<file path="src/include/ep_consts.svh">
`ifndef EP_CONSTS_SVH
`define EP_CONSTS_SVH

// Bus widths of the parallel memory and the delay counter width.
`define EP_ADDR_W 17
`define EP_DATA_W 8
`define EP_CNT_W 22

// Clock period and the pin timing figures.
`define EP_CLK_NS 4
`define EP_T_WP_NS 350
`define EP_T_BLC_NS 950
`define EP_T_ACC_NS 200
`define EP_T_WC_MS 10
`define EP_T_RP_US 100
`define EP_WP_CYC ((`EP_T_WP_NS + `EP_CLK_NS - 1) / `EP_CLK_NS)
`define EP_BLC_CYC ((`EP_T_BLC_NS + `EP_CLK_NS - 1) / `EP_CLK_NS)
`define EP_ACC_CYC ((`EP_T_ACC_NS + `EP_CLK_NS - 1) / `EP_CLK_NS)
`define EP_WC_CYC ((`EP_T_WC_MS * 1000000 + `EP_CLK_NS - 1) / `EP_CLK_NS)
`define EP_RP_CYC ((`EP_T_RP_US * 1000 + `EP_CLK_NS - 1) / `EP_CLK_NS)

// Protection command addresses and data.
`define EP_SDP_ADDR_A 17'h05555
`define EP_SDP_ADDR_B 17'h02aaa
`define EP_SDP_D_AA 8'haa
`define EP_SDP_D_55 8'h55
`define EP_SDP_D_EN 8'ha0
`define EP_SDP_D_80 8'h80
`define EP_SDP_D_DIS 8'h20

// Sequence positions.
`define EP_IDX_USER 3'h3
`define EP_IDX_EN_LAST 3'h2
`define EP_IDX_DIS_LAST 3'h5

`endif

</file>
<file path="src/include/ep_pkg.sv">
`default_nettype none
`include "ep_consts.svh"

package ep_pkg;
    typedef enum logic [1:0] {
        EP_CMD_READ,
        EP_CMD_WRITE,
        EP_CMD_SDP_ON,
        EP_CMD_SDP_OFF
    } ep_cmd_t;

    typedef enum logic [2:0] {
        EP_ST_OFF,
        EP_ST_IDLE,
        EP_ST_SETUP,
        EP_ST_STROBE,
        EP_ST_RECOV,
        EP_ST_READ,
        EP_ST_HOLD
    } ep_state_t;

    typedef struct packed {
        logic [`EP_ADDR_W-1:0] addr;
        logic [`EP_DATA_W-1:0] dq_o;
        logic dq_oe_n;
        logic ce_n;
        logic oe_n;
        logic we_n;
        logic write_guard_n;
    } ep_pins_t;

    typedef struct packed {
        ep_state_t st;
        ep_cmd_t cmd;
        logic sdp_on;
        logic [2:0] idx;
        logic [2:0] last;
        logic [`EP_CNT_W-1:0] cnt;
        logic [`EP_ADDR_W-1:0] uaddr;
        logic [`EP_DATA_W-1:0] udata;
        logic [`EP_DATA_W-1:0] rdata;
        logic rdy;
        logic done;
        ep_pins_t pins;
    } ep_regs_t;
endpackage
`default_nettype wire

</file>
<file path="src/core/ep_host_ctrl.sv">
// Notes on behaviour
// RULE1 - Guard low blocks device reads and programming.
// RULE2 - Guard stays high through every access.
// RULE3 - Device filters strobe pulses of 20ns or less.
// RULE4 - Strobes come clean from flops, no glitches.
// RULE5 - Guard held low while supply not good.
// RULE6 - Guard falling aborts a running program.
// RULE7 - Guard high 10 ms after last byte.
// RULE8 - Protected writes carry a three-byte unlock prefix.
// RULE9 - Three-byte sequence turns software protection on.
// RULE10 - Six-byte sequence cancels software protection.
// RULE11 - After cancel, writes need no prefix.
// RULE12 - Cancel sequence bytes are never stored.
// RULE13 - Address on strobe fall, data on rise.
// RULE14 - Unlock is AA/5555, 55/2AAA, A0/5555.
// RULE15 - Protected device ignores unprefixed writes.
`timescale 1ns/1ps
`default_nettype none
`include "ep_consts.svh"

module ep_host_ctrl #(
    parameter int unsigned HOLD_CYCLES = `EP_WC_CYC,
    parameter int unsigned RELEASE_CYCLES = `EP_RP_CYC,
    parameter logic SDP_INIT = 1'b0
) (
    input wire logic clk,
    input wire logic reset,
    input wire logic power_ok,
    input wire logic cmd_valid,
    input var ep_pkg::ep_cmd_t cmd,
    input wire logic [`EP_ADDR_W-1:0] cmd_addr,
    input wire logic [`EP_DATA_W-1:0] cmd_wdata,
    output logic cmd_ready,
    output logic done,
    output logic [`EP_DATA_W-1:0] rdata,
    output logic sdp_active,
    output logic [`EP_ADDR_W-1:0] mem_addr,
    output logic [`EP_DATA_W-1:0] dq_o,
    output logic dq_oe_n,
    input wire logic [`EP_DATA_W-1:0] dq_i,
    output logic ce_n,
    output logic oe_n,
    output logic we_n,
    output logic write_guard_n
);
    import ep_pkg::*;

    localparam logic [`EP_CNT_W-1:0] WP_C = `EP_CNT_W'(`EP_WP_CYC);
    localparam logic [`EP_CNT_W-1:0] BLC_C = `EP_CNT_W'(`EP_BLC_CYC);
    localparam logic [`EP_CNT_W-1:0] ACC_C = `EP_CNT_W'(`EP_ACC_CYC);
    localparam logic [`EP_CNT_W-1:0] HOLD_C = `EP_CNT_W'(HOLD_CYCLES);
    localparam logic [`EP_CNT_W-1:0] REL_C = `EP_CNT_W'(RELEASE_CYCLES);
    localparam int CANCEL_SPAN = `EP_WP_CYC + `EP_BLC_CYC + 2; // Last cancel strobe to mode clear, one cycle spare.

    ep_regs_t q, d;

    // Address and data of one byte of a sequence; the cancel table never carries user data.
    function automatic logic [`EP_ADDR_W+`EP_DATA_W-1:0] seq_byte(
        input logic dis,
        input logic [2:0] idx,
        input logic [`EP_ADDR_W-1:0] ua,
        input logic [`EP_DATA_W-1:0] ud
    );
        logic [`EP_ADDR_W+`EP_DATA_W-1:0] r;
        r = {ua, ud};
        if (dis) begin
            // RULE10 cancel byte table.
            // RULE12 no user data.
            case (idx)
                3'h0: r = {`EP_SDP_ADDR_A, `EP_SDP_D_AA};
                3'h1: r = {`EP_SDP_ADDR_B, `EP_SDP_D_55};
                3'h2: r = {`EP_SDP_ADDR_A, `EP_SDP_D_80};
                3'h3: r = {`EP_SDP_ADDR_A, `EP_SDP_D_AA};
                3'h4: r = {`EP_SDP_ADDR_B, `EP_SDP_D_55};
                default: r = {`EP_SDP_ADDR_A, `EP_SDP_D_DIS};
            endcase
        end else begin
            // RULE14 unlock byte table.
            case (idx)
                3'h0: r = {`EP_SDP_ADDR_A, `EP_SDP_D_AA};
                3'h1: r = {`EP_SDP_ADDR_B, `EP_SDP_D_55};
                3'h2: r = {`EP_SDP_ADDR_A, `EP_SDP_D_EN};
                default: r = {ua, ud};
            endcase
        end
        return r;
    endfunction

    // Next-state logic for the whole controller.
    always_comb begin
        d = q;
        d.done = 1'b0;
        d.rdy = 1'b0;
        case (q.st)
            EP_ST_OFF: begin
                // RULE2 guard high first; the setup time runs out before any access.
                d.pins.write_guard_n = 1'b1;
                if (q.cnt == '0) begin
                    d.st = EP_ST_IDLE;
                    d.rdy = 1'b1;
                end else begin
                    d.cnt = q.cnt - 1'b1;
                end
            end
            EP_ST_IDLE: begin
                d.rdy = 1'b1;
                if (cmd_valid) begin
                    d.rdy = 1'b0;
                    d.cmd = cmd;
                    d.uaddr = cmd_addr;
                    d.udata = cmd_wdata;
                    d.pins.addr = cmd_addr;
                    case (cmd)
                        EP_CMD_READ: begin
                            d.st = EP_ST_READ;
                            d.cnt = ACC_C;
                            d.pins.ce_n = 1'b0;
                            d.pins.oe_n = 1'b0;
                        end
                        // RULE8 prefix when protected.
                        // RULE11 no prefix otherwise.
                        EP_CMD_WRITE: begin
                            d.st = EP_ST_SETUP;
                            d.idx = q.sdp_on ? 3'h0 : `EP_IDX_USER;
                            d.last = `EP_IDX_USER;
                        end
                        // RULE9 three bytes enable.
                        EP_CMD_SDP_ON: begin
                            d.st = EP_ST_SETUP;
                            d.idx = 3'h0;
                            d.last = `EP_IDX_EN_LAST;
                        end
                        default: begin
                            d.st = EP_ST_SETUP;
                            d.idx = 3'h0;
                            d.last = `EP_IDX_DIS_LAST;
                        end
                    endcase
                end
            end
            EP_ST_SETUP: begin
                // RULE13 address, data and the falling strobe all load on the same edge.
                {d.pins.addr, d.pins.dq_o} = seq_byte(q.cmd == EP_CMD_SDP_OFF, q.idx, q.uaddr, q.udata);
                d.pins.dq_oe_n = 1'b0;
                d.pins.oe_n = 1'b1;
                d.st = EP_ST_STROBE;
                d.cnt = WP_C - 1'b1;
                d.pins.ce_n = 1'b0;
                d.pins.we_n = 1'b0;
            end
            EP_ST_STROBE: begin
                // RULE4 one clean low pulse per byte.
                if (q.cnt == '0) begin
                    d.pins.we_n = 1'b1;
                    d.pins.ce_n = 1'b1;
                    d.st = EP_ST_RECOV;
                    d.cnt = BLC_C;
                end else begin
                    d.cnt = q.cnt - 1'b1;
                end
            end
            EP_ST_RECOV: begin
                // Data stays driven past the rising strobe for hold time.
                if (q.cnt == '0) begin
                    d.pins.dq_oe_n = 1'b1;
                    if (q.idx == q.last) begin
                        d.st = EP_ST_HOLD;
                        d.cnt = HOLD_C;
                        if (q.cmd == EP_CMD_SDP_ON) begin
                            d.sdp_on = 1'b1;
                        end else if (q.cmd == EP_CMD_SDP_OFF) begin
                            d.sdp_on = 1'b0;
                        end
                    end else begin
                        d.idx = q.idx + 3'h1;
                        d.st = EP_ST_SETUP;
                    end
                end else begin
                    d.cnt = q.cnt - 1'b1;
                end
            end
            EP_ST_READ: begin
                if (q.cnt == '0) begin
                    d.rdata = dq_i;
                    d.pins.ce_n = 1'b1;
                    d.pins.oe_n = 1'b1;
                    d.done = 1'b1;
                    d.rdy = 1'b1;
                    d.st = EP_ST_IDLE;
                end else begin
                    d.cnt = q.cnt - 1'b1;
                end
            end
            EP_ST_HOLD: begin
                // RULE7 guard high while programming.
                if (q.cnt == '0) begin
                    d.done = 1'b1;
                    d.rdy = 1'b1;
                    d.st = EP_ST_IDLE;
                end else begin
                    d.cnt = q.cnt - 1'b1;
                end
            end
            default: begin
                d.st = EP_ST_OFF;
            end
        endcase
        // RULE5 supply loss forces the guard low.
        if (!power_ok) begin
            d.st = EP_ST_OFF;
            d.cnt = REL_C;
            d.rdy = 1'b0;
            d.pins.write_guard_n = 1'b0;
            d.pins.ce_n = 1'b1;
            d.pins.oe_n = 1'b1;
            d.pins.we_n = 1'b1;
            d.pins.dq_oe_n = 1'b1;
        end
    end

    // State register; reset parks the memory guarded and idle.
    always_ff @(posedge clk) begin
        if (reset) begin
            q <= '{st: EP_ST_OFF, cmd: EP_CMD_READ, sdp_on: SDP_INIT, idx: 3'h0, last: 3'h0,
                   cnt: REL_C, uaddr: '0, udata: '0, rdata: '0, rdy: 1'b0, done: 1'b0,
                   pins: '{addr: '0, dq_o: '0, dq_oe_n: 1'b1, ce_n: 1'b1, oe_n: 1'b1,
                           we_n: 1'b1, write_guard_n: 1'b0}};
        end else begin
            q <= d;
        end
    end

    // Every output is a field of the state register.
    assign cmd_ready = q.rdy;
    assign done = q.done;
    assign rdata = q.rdata;
    assign sdp_active = q.sdp_on;
    assign mem_addr = q.pins.addr;
    assign dq_o = q.pins.dq_o;
    assign dq_oe_n = q.pins.dq_oe_n;
    assign ce_n = q.pins.ce_n;
    assign oe_n = q.pins.oe_n;
    assign we_n = q.pins.we_n;
    assign write_guard_n = q.pins.write_guard_n;

    // Helper counters: strobe low width and cycles since the last write strobe.
    int unsigned wlow, since_we;
    always_ff @(posedge clk) begin
        if (reset) begin
            wlow <= 0;
            since_we <= 0;
        end else begin
            wlow <= q.pins.we_n ? 0 : wlow + 1;
            since_we <= !q.pins.we_n ? 0 : since_we + 1;
        end
    end
endmodule
`default_nettype wire

</file>
<file path="config.mk">
export PLATFORM = sky130hd
export DESIGN_NAME = ep_host_ctrl
export DESIGN_NICKNAME = d
export VERILOG_FILES = /design/src/include/ep_pkg.sv /design/src/core/ep_host_ctrl.sv
export VERILOG_INCLUDE_DIRS = /design/src /design/src/include
export SDC_FILE = /design/constraint.sdc
export NUM_CORES = 1
export LEC_CHECK = 0
export BUFFER_PORTS_ARGS = -buffer_cell sky130_fd_sc_hd__buf_2
export CAP_MARGIN = 20
export CORE_MARGIN = 4
export CORE_UTILIZATION = 45
export CTS_CLUSTER_DIAMETER = 30
export DETAILED_ROUTE_END_ITERATION = 16
export PLACE_DENSITY = 0.71
export SYNTH_ARGS = -nofsm -noshare
export SYNTH_HDL_FRONTEND = slang
export SYNTH_SLANG_ARGS = --single-unit
</file>
<file path="constraint.sdc">
create_clock -name clk -period 4.3 [get_ports clk]
set_input_delay 0.86 -clock clk [delete_from_list [all_inputs] [get_ports clk]]
set_output_delay 0.86 -clock clk [all_outputs]
set_load 0.01 [all_outputs]
</file>
==> results of run 1 <==
[worst max-delay path by stage]
stage / from / endpoint
after global routing: q[97] / dq_o[1]
after detailed placement: cmd[0] / q[69]
after global placement: cmd[0] / q[69]
after floorplan: cmd_valid / mem_addr[4]
after CTS: q[81] / q[69]
final: q[98] / q[84]
[through the flow]
stage / cells / setup WS (ns) / area [um^2] / hold WS [ns] / utilization (%)
finish: 892 / 1.58 / 5900 / 0.445 / 50.8
global route: 892 / 1.41 / 5900 / 0.466 / 50.8
CTS: 892 / 1.68 / 5900 / 0.450 / 50.8
detailed placement: 876 / 1.50 / 5620 / 0.441 / 48.4
global placement: 875 / 1.55 / 5610 / 0.435 / 48.3
floorplan: 728 / 2.01 / 5430 / 0.428 / -
[registers in the layout, summed over array words and instances (netlist names)]
signal,cells
we_n,1
dq_oe_n,1
done,1
mem_addr,17
rdata,8
q,58
sdp_active,1
oe_n,1
cmd_ready,1
ce_n,1
dq_o,8
write_guard_n,1
[critical path, cell delays in order, from the launching register on]
cell	delay (ns)
dfxtp_1	0.60
buf_4	0.31
nor2b_1	0.41
nand4_1	0.29
a31oi_4	0.41
o31ai_2	0.15
or3_1	0.33
a21oi_1	0.14
[area by class of cell]
cell class              count  area share (%)
clock buffers              13            4.41
clock inverters             3           0.382
inverters                  12           0.763
multi-input cells         534            49.9
flip-flops and latches     99            33.6
well taps                 143            3.03
repair buffers             88            7.91
[per-layer routing]
metal	GRT usage [%]	up-vias	wire, um
met2	32.4	175	6560
met5	0	-	0
li1	-	2533	-
met4	5.13	0	204
met1	29.9	2464	6900
met3	4.52	22	876
[cells by family (layout without fill, tap and decap cells)]
family / count (synthesis) / in the layout / synth area share (%)
buf+inv: 95 / 116 / 9.31
mux: 1 / 1 / 0.184
simple gates: 292 / 292 / 24.8
flops: 99 / 99 / 36.5
compound gates: 215 / 215 / 24.3
xor+xnor: 16 / 16 / 2.58
fa+ha+maj: 10 / 10 / 2.31
[synth_stat cells (all sizes together) (8+ instances only)]
cell type,number
a211oi,9
a21oi,114
a31oi,10
buf,43
clkbuf,40
dfxtp,99
ha,10
inv,12
nand2,153
nand2b,8
nand3,19
nor2,50
nor3,19
o21ai,28
o2bb2ai,15
xor2,10
[power breakdown]
group / switching (mW) / internal (mW) / total, mW
Combinational: 0.0444 / 0.0325 / 0.0768
Sequential: 0.00704 / 0.920 / 0.927
Clock: 0.351 / 0.425 / 0.776
[placed cells by master, fill, tap and decap left out, types with 4 or more instances in the layout]
master     netlist  layout
a211oi_1         9       9
and3_1           6       6
nand2_1        153     153
buf_4           35       8
dfxtp_1         99      99
nand4_1          6       6
a31oi_1          9       9
o21ai_0         25      25
xnor2_1          6       6
nor2b_1          6       6
nor3_1          17      17
o21a_1           6       6
nand3_1         19      19
xor2_1          10      10
inv_1           12      12
nor2_1          49      48
nand2b_1         8       8
o2bb2ai_1       15      15
a211o_1          5       5
buf_2            2      79
ha_1            10      10
clkbuf_16        0       9
or3_1            5       5
a21oi_1        113     113
nor4_1           4       4
==> out/metrics.csv, run 1 <==
metric;value;unit
initial DRC count;570;
drc violations;0;
Achievable Freq;368;MHz
Die Width;118;um
Fillers;1153;
Final period util;63.2;%
Die ar.;0.0139;mm^2
clock buffer depth;2;
setup_tns;0;ns
FF+latch count, synth;99;
fin nets;793;
RSZ-0062 raised after global routing;no;
initial antenna violation count;0;
worst reg-to-reg setup slack;1.58;ns
Worst EP required;4.58;ns
number of global-route vias before repair;4879;
Post-CTS Setup Bufs;0;
Core Box Area;0.0116;mm^2
Synth Flop Type;dfxtp_1;
number of CTS-inserted buffers;9;
EDFF count, synth;0;
Net Count, Synth;777;
Avg Synthesized Cell Area;7.45;um^2
Post-Synthesis Cells;728;
R2R Path End;q[84];
Wirelength per Cell;16.3;um
critical path type;reg -> reg;
Hold-fix buffers, CTS;0;
# diodes;0;
Slew @ Worst Pin;0.966;ns
clk sinks;99;
worst r2r src;q[98];
number of port buffers;79;
DP HPWL;10300;um
FF+latch area;0.00198;mm^2
Warnings, synthesis;0;
Final Max Tran Viols;0;
final hold vios;0;
Min-Delay Path Class;reg -> reg;
Root Driver;clkbuf_16;
VDD IR max;0.185;mV
final setup fails;0;
post-synthesis cell type count;59;
Starting Density;46.7;%
GR Overflow Total;0;
CP Capture Type;flip-flop;
area of the multi-input gates;0.00295;mm^2
hold wc startpoint;mem_addr[9];
Slew headroom;35.5;%
total track usage;21.0;%
clock-pin slew on the worst setup and hold paths;0.07;ns
Hold Path Sink;mem_addr[9];
top-area cell type share of the netlist area;36.5;%
Avg Vias per Cell;5.82;
CTS resizes;0;
ys async rst share;0;%
Top-Level Pins;80;
Yosys top cell by area;dfxtp_1;
vias;5194;
Final Critical Period;2.72;ns
clk_lat worst skew;0.35;ns
Placer Congestion;0.930;
pwr dens;302;mW/mm^2
Power Total;1.78;mW
Worst Clk Skew;0.00672;ns
row cnt;39;
outcome;finished clean;
ANT nets after route;0;
Post-Route WL;14500;um
P_leak;2.24;nW
sequential-to-total area share from yosys stat;36.5;%
die height;118;um
WP data arrival;2.99;ns
Area Overhead vs Synth;8.76;%
global-route wire length before repair;24600;um
first drt pass iteration count;5;
H-tree depth;3;
Post-Syn Area;0.00543;mm^2
pin count of the biggest net entering global routing;70;
Startpoint Class;flip-flop;
Worst Path Max Fanout;18;
cell depth of the worst flop-to-flop path;7;
fraction of layout cells with a size suffix above 1;15.6;%
TritonCTS clock tree;yes;
Max-cap violations;0;
synth top area cells;dfxtp_1 (37%), nand2_1 (11%), a21oi_1 (10%), buf_4 (4.8%), nor2_1 (3.4%);
Hold Crit Depth;2;
Power figures use the tool's default switching activity.
==> run 2: changes to the inputs <==
ABC_AREA = 1   (was unset)
clock period = 2.59 ns   (was 4.3 ns; I/O delays follow)
==> out/metrics.csv, run 2 <==
metric;value;unit
post-synthesis cell type count;36;
Hold Crit Depth;3;
P_leak;2.57;nW
Comb pwr share;15.4;%
final setup margin;0.427;ns
Warnings, synthesis;0;
Post-Synthesis Cells;780;
Fillers;1172;
clk_lat worst skew;0.35;ns
WP data arrival;2.38;ns
# diodes;0;
sequential power share;46.5;%
Post-Route WL;12800;um
Core Box Area;0.0115;mm^2
clock power share;38.1;%
EDFF count, synth;0;
Avg Vias per Cell;5.11;
global-route wire length before repair;21000;um
Die ar.;0.0136;mm^2
Worst Clk Skew;0.00933;ns
Worst Path Max Fanout;8;
first drt pass iteration count;5;
worst r2r src;q[90];
top cells by count, synth;nand2_1 (170), dfxtp_1 (99), nor2_1 (96), a21oi_1 (89), inv_1 (82);
max reg flops;58;
Worst EP required;2.81;ns
Synth Area in XOR/XNOR;1.82;%
critical path type;reg -> reg;
Hold-fix buffers, CTS;0;
switching share of power;28.1;%
Adder-Cell Fraction of Synth Area;2.37;%
CP Capture Type;flip-flop;
clock buffer depth;2;
setup_tns;0;ns
Final Max Tran Viols;0;
drc violations;0;
largest family of logic cells by synthesized area;simple AND/OR/NAND/NOR gates;
fraction of layout cells with a size suffix above 1;16.2;%
NetSw;993;uW
Final Critical Period;2.16;ns
Starting Density;46.1;%
final setup fails;0;
commonest non-fill, non-tap cells in the layout;nand2_1 (170), dfxtp_1 (99), nor2_1 (96), a21oi_1 (89), inv_1 (82);
Root Driver;clkbuf_16;
VDD IR max;0.439;mV
mux contribution to synthesized area;0;%
Slew @ Worst Pin;0.697;ns
initial DRC count;408;
Startpoint Class;flip-flop;
# placed instances;956;
Top-Level Pins;80;
final hold vios;0;
Die Width;116;um
Hold Path Sink;rdata[7];
Post-CTS Setup Bufs;0;
row cnt;39;
number of CTS-inserted buffers;9;
pin count of the biggest net entering global routing;50;
Achievable Freq;462;MHz
FF+latch count, synth;99;
top-area cell type share of the netlist area;37.5;%
Wirelength per Cell;13.2;um
Slew headroom;53.5;%
Avg Synthesized Cell Area;6.78;um^2
clk sinks;99;
fin nets;873;
worst reg-to-reg setup slack;0.43;ns
Setup WS pre-CTS;0.519;ns
clock-pin slew on the worst setup and hold paths;0.07;ns
cell depth of the worst flop-to-flop path;10;
Max-cap violations;0;
Setup crit start;q[90];
GR Overflow Total;0;
Area Overhead vs Synth;11.0;%
ys async rst share;0;%
Yosys top cell by area;dfxtp_1;
RSZ-0062 raised after global routing;no;
hold wc startpoint;dq_i[7];
sequential-to-total area share from yosys stat;37.5;%
Synth Flop Type;dfxtp_1;
ANT nets after route;0;
Placer Congestion;0.900;
Int Pwr;2.55;mW
final std cells w/o fill;972;
die height;116;um
DP HPWL;9160;um
complex-gate fraction of the synthesized area;16.8;%
CTS resizes;0;
vias;4969;
outcome;finished clean;
synth top area cells;dfxtp_1 (37%), nand2_1 (12%), a21oi_1 (8.4%), nor2_1 (6.8%), inv_1 (5.8%);
Min-Delay Path Class;in -> reg;
initial antenna violation count;0;
simple-gate share of the synthesized area;28.0;%
number of global-route vias before repair;4485;
Final period util;83.5;%
TritonCTS clock tree;yes;
Post-Syn Area;0.00529;mm^2
pwr dens;603;mW/mm^2
largest reg by FF count;q;
H-tree depth;3;
most common cell after layout, fill and taps aside;nand2_1;
R2R Path End;mem_addr[0];
Net Count, Synth;829;
number of port buffers;79;
count leader, synth;nand2_1;
total track usage;19.2;%
[run 2: critical path: stages, from the launching register on]
cell,delay (ns)
dfxtp_1,0.48
inv_1,0.14
ha_1,0.23
nand2_1,0.14
nand2_1,0.07
nand2_1,0.06
nand2_1,0.06
nor2_1,0.18
nand2_1,0.28
o22ai_1,0.27
a21oi_1,0.11
[run 2: layout make-up]
| type | count | area, um^2 | area share [%] |
|---|---|---|---|
| flip-flops and latches | 99 | 1980 | 33.8 |
| clock inverters | 5 | 61.3 | 1.04 |
| multi-input cells | 533 | 2590 | 44.2 |
| well taps | 143 | 179 | 3.05 |
| repair buffers | 90 | 478 | 8.14 |
| clock buffers | 11 | 233 | 3.96 |
| inverters | 91 | 344 | 5.86 |
[run 2: how the worst max path moves through the flow]
stage	end	slack, ns	cells past startpoint
after floorplan	q[68]	0.89	10
after global placement	q[69]	0.55	11
after detailed placement	q[67]	0.52	11
after CTS	mem_addr[0]	0.46	8
after global routing	mem_addr[0]	0.31	8
final	mem_addr[0]	0.43	10
[run 2: cell families after synthesis]
group / count (synthesis)
AND/OR/NAND/NOR: 344
AO/OA/AOI/OAI: 168
XOR/XNOR: 11
buffers and inverters: 148
flip-flops: 99
adder cells (fa/ha/maj): 10
[run 2: power by group through the flow]
stage	Clock (mW)	Combinational (mW)	Sequential, mW
2_1_floorplan	0	0.433	1.67
3_3_place_gp	0	0.540	1.68
3_5_place_dp	0	0.542	1.68
4_1_cts	1.37	0.544	1.64
5_1_grt	1.43	0.627	1.65
6_report	1.35	0.545	1.65
[run 2: through the flow]
stage | instance area [um^2] | utilization [%] | hold WS (ns) | total power [mW]
2_1_floorplan | 5290 | - | 0.425 | 2.10
3_3_place_gp | 5580 | 48.6 | 0.437 | 2.22
3_5_place_dp | 5580 | 48.6 | 0.443 | 2.22
4_1_cts | 5870 | 51.2 | 0.415 | 3.56
5_1_grt | 5870 | 51.2 | 0.420 | 3.71
6_report | 5870 | 51.2 | 0.423 | 3.54
[run 2: per-layer routing]
layer  global-route usage [%]  part of all wire (%)  vias up
met5                        0                     0        -
met3                     3.89                   5.6       16
met4                     6.26                   1.7        0
met2                     30.4                    45      127
li1                         -                     -     2576
met1                     26.4                    47     2250
